### src/shared/pis_pkg.sv
// constants and types of the phase 2 ten-bit initialization sequencer
// ----------------------------------------------------------------------
// Overview of operation
// - asynchronous mode repeats each nibble eight times, 512 transmissions in total.
// - synchronous mode repeats each nibble four times, 256 transmissions in total.
// - nibble address zero always carries protocol revision code 0100.
// - nibbles two and three carry block count 32 as 0010 then 0000.
// - nibbles six, seven send sensor type 0000, 0001; four, five send maker code.
// - nibble eight maps axis setting 00/01/10/11 to 0000/0100/1000/1100.
// - nibble nine carries range code 0111, 1000, 1001 or 1010 per variant.
// - nibbles ten to fourteen send config byte two, product revision, config six low.
// - nibbles fifteen to eighteen send year, month and day as packed julian date.
// - extended option sends offset and self-test in nibbles 27-31, else zeros.
// - nibble thirty-two sends config byte one upper bits when extended, else zero.
// - offset or self-test values are zero unless that self-test phase finished.
// - nibble ids count sixteen values, so nibble seventeen starts again at 0000.
// - each nibble is an id then a data transmission, repeated k times.
// - the message holds 32 data fields, two times k times 32 transmissions.
// ----------------------------------------------------------------------
package pis_pkg;
    // ------------------------------------------------------------------
    // message shape
    // ------------------------------------------------------------------
    localparam int          PIS_FIELDS      = 32;
    localparam logic [4:0]  PIS_LAST_IDX    = 5'h1F;
    localparam logic [2:0]  PIS_K_ASYNC     = 3'h7;   // eight repeats, minus one
    localparam logic [2:0]  PIS_K_SYNC      = 3'h3;   // four repeats, minus one
    localparam logic [9:0]  PIS_TX_ASYNC    = 10'h200;
    localparam logic [9:0]  PIS_TX_SYNC     = 10'h100;
    // ------------------------------------------------------------------
    // fixed nibble values
    // ------------------------------------------------------------------
    localparam logic [3:0]  PIS_REV_CODE    = 4'h4;
    localparam logic [3:0]  PIS_BLK_HI      = 4'h2;
    localparam logic [3:0]  PIS_BLK_LO      = 4'h0;
    localparam logic [3:0]  PIS_TYPE_HI     = 4'h0;
    localparam logic [3:0]  PIS_TYPE_LO     = 4'h1;
    localparam logic [3:0]  PIS_RANGE_60G   = 4'h7;
    localparam logic [3:0]  PIS_RANGE_120G  = 4'h8;
    localparam logic [3:0]  PIS_RANGE_240G  = 4'h9;
    localparam logic [3:0]  PIS_RANGE_480G  = 4'hA;
    localparam logic [3:0]  PIS_ZERO_NIB    = 4'h0;
    // ------------------------------------------------------------------
    // register map
    // ------------------------------------------------------------------
    localparam int          PIS_AW          = 8;
    localparam logic [7:0]  PIS_REG_CTRL    = 8'h00;
    localparam logic [7:0]  PIS_REG_CFG     = 8'h04;
    localparam logic [7:0]  PIS_REG_DATE    = 8'h08;
    localparam logic [7:0]  PIS_REG_SERIAL  = 8'h0C;
    localparam logic [7:0]  PIS_REG_STAT    = 8'h10;
    localparam int          PIS_CTRL_START  = 0;
    localparam int          PIS_CTRL_SYNC   = 1;
    localparam int          PIS_CTRL_EXT    = 2;
    localparam int          PIS_CTRL_AXIS   = 3;      // two bits
    localparam logic [31:0] PIS_CTRL_RST    = 32'h0000_0000;
    localparam logic [31:0] PIS_CFG_RST     = 32'h2000_0000;
    localparam logic [31:0] PIS_DATE_RST    = 32'h0000_0000;
    localparam logic [31:0] PIS_SERIAL_RST  = 32'h0000_0000;

    typedef enum logic [1:0] {PIS_IDLE, PIS_RUN, PIS_DRAIN} pis_state_t;

    typedef struct packed {
        logic       is_id;
        logic [3:0] nib;
    } pis_word_t;

    // maker [7:0], config two [15:8], config six [23:16], config one [31:24]
    typedef struct packed {
        logic [7:0] cfg1;
        logic [7:0] cfg6;
        logic [7:0] cfg2;
        logic [7:0] maker;
    } pis_cfg_t;

    // year [6:0], month [10:7], day [15:11]
    typedef struct packed {
        logic [15:0] rsvd;
        logic [4:0]  day;
        logic [3:0]  month;
        logic [6:0]  year;
    } pis_date_t;

    typedef struct packed {
        logic [9:0] offset;
        logic       offset_ok;
        logic [9:0] avg;
        logic       avg_ok;
    } pis_st_t;
endpackage

### src/verilog/pis_init2_seq.sv
// phase 2 ten-bit initialization message sequencer with register port and output buffer
`timescale 1ns/1ps
module pis_init2_seq
    import pis_pkg::*;
#(
    parameter logic [3:0] RANGE_CODE  = PIS_RANGE_120G,
    parameter logic [3:0] PROD_REV_HI = 4'h0,   // arbitrary factory value
    parameter logic [3:0] PROD_REV_LO = 4'h0    // arbitrary factory value
) (
    input  wire logic              i_sys_clk,
    input  wire logic              i_rst_n,
    input  wire logic [PIS_AW-1:0] i_addr,
    input  wire logic [31:0]       i_wdata,
    input  wire logic              i_wr,
    input  wire logic              i_rd,
    output logic [31:0]            o_rdata,
    input  wire pis_st_t           i_selftest,
    output pis_word_t              o_tx,
    output logic                   o_tx_valid,
    input  wire logic              i_tx_ready,
    output logic                   o_busy,
    output logic                   o_done
);
    // ------------------------------------------------------------------
    // state
    // ------------------------------------------------------------------
    typedef struct packed {
        pis_state_t  st;
        logic [4:0]  idx;
        logic [2:0]  rep;
        logic        half;
        logic        done;
        logic        done_p;
        logic        sync;
        logic        ext;
        logic [1:0]  axis;
        pis_cfg_t    cfg;
        pis_date_t   date;
        logic [31:0] serial;
        logic [31:0] rdata;
        pis_word_t   e0;
        pis_word_t   e1;
        logic [1:0]  cnt;
    } pis_regs_t;

    pis_regs_t s_q;
    pis_regs_t s_d;
    pis_word_t w;
    logic      room;
    logic      push;
    logic      pop;
    logic      start;
    logic [2:0] k_last;

    assign room   = (s_q.cnt != 2'h2);
    assign push   = (s_q.st == PIS_RUN) && room;
    assign pop    = (s_q.cnt != 2'h0) && i_tx_ready;
    assign start  = i_wr && (i_addr == PIS_REG_CTRL) && i_wdata[PIS_CTRL_START]
                    && (s_q.st == PIS_IDLE);
    assign k_last = s_q.sync ? PIS_K_SYNC : PIS_K_ASYNC;

    // ------------------------------------------------------------------
    // data nibble per address
    // ------------------------------------------------------------------
    function automatic logic [3:0] nib_of(input logic [4:0] idx, input pis_regs_t s,
                                          input pis_st_t t);
        logic [3:0] v;
        logic       okd;
        logic       oka;
        v   = PIS_ZERO_NIB;
        okd = s.ext && t.offset_ok;
        oka = s.ext && t.avg_ok;
        case (idx)
            5'd0:  v = PIS_REV_CODE;
            5'd1:  v = PIS_BLK_HI;
            5'd2:  v = PIS_BLK_LO;
            5'd3:  v = s.cfg.maker[7:4];
            5'd4:  v = s.cfg.maker[3:0];
            5'd5:  v = PIS_TYPE_HI;
            5'd6:  v = PIS_TYPE_LO;
            5'd7:  v = {s.axis, 2'b00};
            5'd8:  v = RANGE_CODE;
            5'd9:  v = s.cfg.cfg2[7:4];
            5'd10: v = s.cfg.cfg2[3:0];
            5'd11: v = PROD_REV_HI;
            5'd12: v = PROD_REV_LO;
            5'd13: v = s.cfg.cfg6[3:0];
            5'd14: v = s.date.year[6:3];
            5'd15: v = {s.date.year[2:0], s.date.month[3]};
            5'd16: v = {s.date.month[2:0], s.date.day[4]};
            5'd17: v = s.date.day[3:0];
            5'd18: v = s.serial[7:4];
            5'd19: v = s.serial[3:0];
            5'd20: v = s.serial[15:12];
            5'd21: v = s.serial[11:8];
            5'd22: v = s.serial[23:20];
            5'd23: v = s.serial[19:16];
            5'd24: v = s.serial[31:28];
            5'd25: v = s.serial[27:24];
            5'd26: v = okd ? t.offset[3:0] : PIS_ZERO_NIB;
            5'd27: v = okd ? t.offset[7:4] : PIS_ZERO_NIB;
            5'd28: v = {oka ? t.avg[1:0] : 2'b00,
                        okd ? t.offset[9:8] : 2'b00};
            5'd29: v = oka ? t.avg[5:2] : PIS_ZERO_NIB;
            5'd30: v = oka ? t.avg[9:6] : PIS_ZERO_NIB;
            default: v = s.ext ? s.cfg.cfg1[7:4] : PIS_ZERO_NIB;
        endcase
        return v;
    endfunction

    // id transmission first, then data; ids wrap after sixteen
    assign w.is_id = !s_q.half;
    assign w.nib   = s_q.half ? nib_of(s_q.idx, s_q, i_selftest)
                              : s_q.idx[3:0];

    // ------------------------------------------------------------------
    // next state
    // ------------------------------------------------------------------
    always_comb begin
        s_d        = s_q;
        s_d.done_p = 1'b0;
        s_d.rdata  = 32'h0000_0000;
        // register writes
        if (i_wr) begin
            if (i_addr == PIS_REG_CTRL) begin
                if (s_q.st == PIS_IDLE) begin
                    s_d.sync = i_wdata[PIS_CTRL_SYNC];
                    s_d.ext  = i_wdata[PIS_CTRL_EXT];
                    s_d.axis = i_wdata[PIS_CTRL_AXIS +: 2];
                end
            end else if (i_addr == PIS_REG_CFG) begin
                s_d.cfg = i_wdata;
            end else if (i_addr == PIS_REG_DATE) begin
                s_d.date = {16'h0000, i_wdata[15:0]};
            end else if (i_addr == PIS_REG_SERIAL) begin
                s_d.serial = i_wdata;
            end
        end
        // register reads, answered next cycle
        if (i_rd) begin
            if (i_addr == PIS_REG_CTRL) begin
                s_d.rdata = {27'h0, s_q.axis, s_q.ext, s_q.sync, 1'b0};
            end else if (i_addr == PIS_REG_CFG) begin
                s_d.rdata = s_q.cfg;
            end else if (i_addr == PIS_REG_DATE) begin
                s_d.rdata = s_q.date;
            end else if (i_addr == PIS_REG_SERIAL) begin
                s_d.rdata = s_q.serial;
            end else if (i_addr == PIS_REG_STAT) begin
                s_d.rdata = {23'h0, i_selftest.avg_ok, i_selftest.offset_ok,
                             s_q.idx, s_q.done, s_q.st != PIS_IDLE};
            end
        end
        // sequencer
        case (s_q.st)
            PIS_IDLE: begin
                if (start) begin
                    s_d.st   = PIS_RUN;
                    s_d.idx  = 5'h00;
                    s_d.rep  = 3'h0;
                    s_d.half = 1'b0;
                    s_d.done = 1'b0;
                end
            end
            PIS_RUN: begin
                if (push) begin
                    s_d.half = !s_q.half;
                    if (s_q.half) begin
                        if (s_q.rep == k_last) begin
                            s_d.rep = 3'h0;
                            s_d.idx = 5'(s_q.idx + 5'h01);
                            if (s_q.idx == PIS_LAST_IDX) begin
                                s_d.st = PIS_DRAIN;
                            end
                        end else begin
                            s_d.rep = 3'(s_q.rep + 3'h1);
                        end
                    end
                end
            end
            PIS_DRAIN: begin
                if (s_q.cnt == 2'h0) begin
                    s_d.st     = PIS_IDLE;
                    s_d.done   = 1'b1;
                    s_d.done_p = 1'b1;
                end
            end
            default: s_d.st = PIS_IDLE;
        endcase
        // two-entry buffer, head in e0
        if (push && pop) begin
            if (s_q.cnt == 2'h1) begin
                s_d.e0 = w;
            end else begin
                s_d.e0 = s_q.e1;
                s_d.e1 = w;
            end
        end else if (pop) begin
            s_d.e0  = s_q.e1;
            s_d.cnt = 2'(s_q.cnt - 2'h1);
        end else if (push) begin
            if (s_q.cnt == 2'h0) begin
                s_d.e0 = w;
            end else begin
                s_d.e1 = w;
            end
            s_d.cnt = 2'(s_q.cnt + 2'h1);
        end
    end

    always_ff @(posedge i_sys_clk) begin
        if (!i_rst_n) begin
            s_q <= '0;
            s_q.cfg <= PIS_CFG_RST;
        end else begin
            s_q <= s_d;
        end
    end

    assign o_rdata    = s_q.rdata;
    assign o_tx       = s_q.e0;
    assign o_tx_valid = (s_q.cnt != 2'h0);
    assign o_busy     = (s_q.st != PIS_IDLE);
    assign o_done     = s_q.done_p;

    // ------------------------------------------------------------------
    // checks
    // ------------------------------------------------------------------
    logic [9:0] n_tx_q;
    always_ff @(posedge i_sys_clk) begin
        if (!i_rst_n || start) begin
            n_tx_q <= 10'h000;
        end else if (o_tx_valid && i_tx_ready) begin
            n_tx_q <= 10'(n_tx_q + 10'h001);
        end
    end
endmodule

### config.mk
export PLATFORM = sky130hd
export DESIGN_NAME = pis_init2_seq
export DESIGN_NICKNAME = d
export VERILOG_FILES = /design/src/shared/pis_pkg.sv /design/src/verilog/pis_init2_seq.sv
export SDC_FILE = /design/constraint.sdc
export NUM_CORES = 1
export LEC_CHECK = 0
export BUFFER_PORTS_ARGS = -buffer_cell sky130_fd_sc_hd__buf_2
export CAP_MARGIN = 5
export CORE_UTILIZATION = 45
export CTS_CLUSTER_DIAMETER = 120
export DETAILED_ROUTE_END_ITERATION = 8
export PLACE_DENSITY = 0.65
export REMOVE_ABC_BUFFERS = 1
export SLEW_MARGIN = 0
export SYNTH_ARGS = -nofsm -noshare
export SYNTH_HDL_FRONTEND = slang
export SYNTH_SLANG_ARGS = --single-unit
### constraint.sdc
create_clock -name i_sys_clk -period 2.8 [get_ports i_sys_clk]
set_clock_uncertainty 0.15 [all_clocks]
set_input_delay 0.56 -clock i_sys_clk [delete_from_list [all_inputs] [get_ports i_sys_clk]]
set_output_delay 0.56 -clock i_sys_clk [all_outputs]
set_load 0.02 [all_outputs]
# Word level (Yosys, flattened, before mapping)
# Cells that the tools add are included.
# Widths: inputs -> output; s select.
# op_classes
n_shift,0
order_cmp,0
eq_ne,49
n_bitwise,6
mux,35
addsub,4
n_reduce_logical,37
n_div,0
mul,0
# ops
operator,n
$pmux 4 s28,1
$mux 32,3
$eq 5x5->1 const B,16
$eq 5x4->1 const B,8
$mux 5,7
$mux 12,2
$mux 4,6
$eq 5x3->1 const B,4
$mux 10,2
$pmux 9 s2,1
$eq 8x4->1 const B,2
$mux 2,6
$ne 2x2->1 const B,6
$reduce_and 3->1,4
$reduce_and 4->1,3
$reduce_bool 2->1,6
$mux 11,1
$eq 5x2->1 const B,2
$reduce_and 5->1,2
$mux 9,1
$eq 8x3->1 const B,1
$eq 8x5->1 const B,1
$logic_and 1x1->1,8
$logic_not 8->1,1
22 further kinds,37
# totals
output_inout_bits,40
ram_bits,0
romBits,0
inputBits,67
ff_bits,141
elab_cells,155
mem_count,0
latchBits,0

# Depth between registers and ports, before layout
# logic_depth
depth_word,8
mapped_depth,11
mapped_depth_nobuf,11

# Worst setup path before layout
# OpenSTA, ideal clock, no wires.
# synth_timing
path_type,register -> register
from,reg s_q[152] (netlist name)
to,reg s_q[2] (netlist name)
setup_time_ns,0.157
arrival_ns,2.205
path_buffers,2
stages_incl_launch_ff,11
required_ns,2.493
period_less_slack_ns,2.512
path_slack_ns,0.288
cell_sequence,dfxtp_1 -> buf_2 -> inv_1 -> clkbuf_1 -> nor3_1 -> ha_1 -> a2111oi_0 -> o211ai_1 -> or2_2 -> o311ai_1 -> a41oi_1
# synth_via
elab_chain_len,8
word_cells_on_any_way,39
cone_classes,eq/ne: 30; mux: 7; reduce/logical: 2
# synth_rtl
item,line_no,rtl
from (decl),pis_init2_seq.sv:46,pis_regs_t s_q;
"$eq 5x4->1, or another cell as far along",pis_init2_seq.sv:73,case (idx)
$reduce_or 4->1 (no line),n/a,
$pmux 4 s28 (*),pis_init2_seq.sv:73,
$mux 4 (*),pis_init2_seq.sv:113,"assign w.nib = s_q.half ? nib_of(s_q.idx, s_q, i_selftest)"
$mux 5,pis_init2_seq.sv:202,if (s_q.cnt == 2'h0) begin
$mux 12,pis_init2_seq.sv:201,end else if (push) begin
$mux 5,pis_init2_seq.sv:198,end else if (pop) begin
$mux 10 (*),pis_init2_seq.sv:191,if (push && pop) begin
# Mark *: on every way between the ends. The rest lies on a longest branch, timed or not. The select of a mux whose other input is x is not followed.
# A chain may end at the register's enable or synchronous reset.

# Worst setup path in the final report
# layout_timing
from,reg s_q[151] (netlist name)
to,reg s_q[2] (netlist name)
# Same word-level chain as after synthesis.

==> flow_metrics.tcl <==
set metrics [dict create \
    outcome "finished clean" \
    nFillCells 1441 \
    area_growth_pct 20.8 \
    synth_cell_type_count 66 \
    synth_edf_count 0 \
    rows 45 \
    nets 1045 \
    grt_max_degree 48 \
    end_kind "register" \
    synth_top_family_by_area "simple AND/OR/NAND/NOR gates" \
    arrival_ps 2850 \
    min_period_ps 2700 \
    clkPwrFrac_pct 51.3 \
    clkTransAtPathRegs_ps 60 \
    finalWorstSetupSlack_ps 101 \
    viasPerCell 5.70 \
    cp_slowest_cell "dfxtp_1" \
    placed_area_um2 7960 \
    netlist_area_um2 7170 \
    clkLatencyLatePin_ps 430 \
    fin_util_pct 56.3 \
    fp.dieW_um 128 \
    synth_mux_area_share_pct 4.90 \
    synth-compound-area-share_pct 21.4 \
    synthAdderAreaFrac_pct 2.09 \
    ys.flop_type "dfxtp_1" \
    h-tree-depth 4 \
    root_buffer "clkbuf_16" \
    post-route-period-util_pct 96.4 \
    slew_viol_final 0 \
    synth_area_leaders "dfxtp_1, nand2_1, a21oi_1, a22oi_1, buf_4" \
    p_comb_share_pct 6.0 \
    worst_slew_pin_slew_ps 613 \
    relSlewSlack_pct 58.8 \
    vias 6781 \
    vdd_ir_drop_max_uv 419 \
    synthTopCellsByCount "nand2_1, dfxtp_1, a21oi_1" \
    synthXorXnorAreaFrac_pct 0.611 \
    dp_cells 1158 \
    grt_pass1_wl_um 35300 \
    hold_buffers 0 \
    io_buffer_count 106 \
    detailed_place_hpwl_um 16000 \
    yosysTopAreaCell "dfxtp_1" \
    power_density_nw_per_um2 550 \
    required_ps 2950 \
    crit_buf_inv 3 \
    drive_gt1_share_pct 28.2 \
    syn_avg_cell_area_um2 8.19 \
    seq_power_share_pct 42.7 \
    cts_tree "yes" \
    die_area_um2 16400 \
    tns_ps 0 \
    critical_path_class "reg -> reg" \
    timing.fmax_mhz 370 \
    drcViolationCount 0 \
    clock_sinks 141 \
    syn_inst 875 \
    synth_top_area_share_pct 39.4 \
    pin_count 107 \
    yosysMostFrequentCell "nand2_1" \
    antenna_found_initial 0 \
    initial_core_util_pct 46.6 \
    path_max_fanout 4 \
    switchingPower_mw 1.05 \
    first_pass_iters 5 \
    startpoint_type "register" \
    ys_seq_elements 141 \
    final-setup-viol-count 0 \
    cts_buffers 17 \
    grt_pass1_vias 6422 \
    final_hold_viol_count 0 \
    final-instance-count-excl-fill 1189 \
    rsz0062_at_grt "false" \
    p_leak_nw 3.21 \
    stdcell_area_um2 8660 \
    routedWlPerCell_um 19.0 \
    crit_chain "inv_1, ha_1, and3b_1, and3_1, a2111oi_1, buf_4, nand4_1, o311ai_1, buf_4, a41oi_1" \
    synth-async-reset-ratio_pct 0 \
    drt-total-wl_um 22500 \
    drt-initial-drc-count 637 \
    multi_input_area_um2 3750 \
    ff_latch_area_um2 2820 \
    max_cap_viol_count 0 \
    yosysSeqAreaShare_pct 39.4 \
    path_common_cell "buf_4" \
    gr-total-overflow 0 \
    dp_worst_setup_slack_ps 50.7 \
    ant_nets 0 \
    die_h_um 128 \
    internal_power_mw 3.71 \
    grt_usage_pct 28.4 \
    switching_share_pct 22.1 \
    cp_slowest_stage_delay_ps 390 \
    core-area_um2 15400 \
    yosysWarnings 0 \
    antenna_cells 0 \
    cts_buffer_depth 2 \
    gp_congestion 0.959 \
    synthSimpleGateAreaFrac_pct 22.6 \
    path_delay_family "compound AO/OA/AOI/OAI gates" \
    cts_setup_buffers 0 \
    hold_path_class "in -> reg" \
]
## cell usage in the layout (no fill, tap or decap), types with 5 or more instances in the layout
cell type | netlist | routed
a211oi_1 | 5 | 5
a21oi_1 | 71 | 71
a21oi_2 | 22 | 22
a22o_1 | 9 | 9
a22oi_1 | 40 | 40
a31oi_1 | 12 | 12
and2_1 | 5 | 5
and3_1 | 9 | 9
buf_12 | 0 | 7
buf_2 | 21 | 106
buf_4 | 38 | 58
clkbuf_16 | 0 | 17
dfxtp_1 | 141 | 140
ha_1 | 12 | 10
inv_1 | 14 | 14
mux2_2 | 15 | 15
mux2i_1 | 16 | 16
nand2_1 | 154 | 154
nand2_2 | 20 | 20
nand2b_1 | 6 | 6
nand3_1 | 31 | 31
nand4_1 | 10 | 10
nor2_1 | 57 | 57
nor2b_1 | 10 | 10
nor4_1 | 5 | 5
o211ai_1 | 6 | 6
o21ai_0 | 19 | 19
o22ai_1 | 6 | 6
or3_1 | 7 | 7
## kinds of logic after synthesis
group / Yosys count
AND/OR/NAND/NOR: 340
AO/OA/AOI/OAI: 228
multiplexers: 32
buffers and inverters: 117
XOR/XNOR: 5
flip-flops: 141
adder cells (fa/ha/maj): 12
## worst min-delay path: stages
cell and delay, ps:
buf_2 110, nand2_2 50, a21oi_2 40
## stage by stage
step           power [mW]  hold WS, ps
6_report             4.76          223
5_1_grt              4.90          213
4_1_cts              4.79          212
3_5_place_dp         2.36          296
3_3_place_gp         2.36          289
2_1_floorplan        2.20          276
## registers in the layout, summed over array words and instances (netlist names)
| name | count |
|---|---|
| o_done | 1 |
| o_rdata | 32 |
| s_q | 103 |
| o_tx | 5 |
## final cells by class
class	instances	share of cell area [%]
multi-input combinational	617	43.3
sequential	141	32.6
timing repair buffer	171	12.8
clock buffer	22	5.59
tap	211	3.05
clock inverter	9	1.82
inverter	18	0.795
## per-layer routing
layer  vias to the layer above  part of all wire [%]  global-route usage (%)
met2                       322                    45                    44.0
met1                      3177                    44                    38.4
li1                       3235                     -                       -
met3                        47                   7.7                    6.22
met5                         -                     0                       0
met4                         0                   3.0                    11.0
## final timing paths
kind                from       end  slack [ps]  cells past startpoint
max reg2reg     s_q[151]    s_q[2]         100                     10
min          i_wdata[27]   s_q[71]         220                      3
min reg2reg     s_q[129]  s_q[129]         310                      2
max             s_q[151]    s_q[2]         100                     10
## repair_timing
item / in CTS / in global routing
endpoints found under the setup margin: 0 / 8
endpoints found under the hold margin: 0 / 0
gates resized for setup: 0 / 11
## power by group through the flow
stage          Combinational [mW]  Sequential [mW]  Clock (mW)
2_1_floorplan               0.110             2.09           0
5_1_grt                     0.308             2.03        2.57
6_report                    0.286             2.03        2.44
3_5_place_dp                0.283             2.08           0
4_1_cts                     0.284             2.03        2.47
3_3_place_gp                0.283             2.07           0
Note: power is estimated with default switching activity, not from simulation.
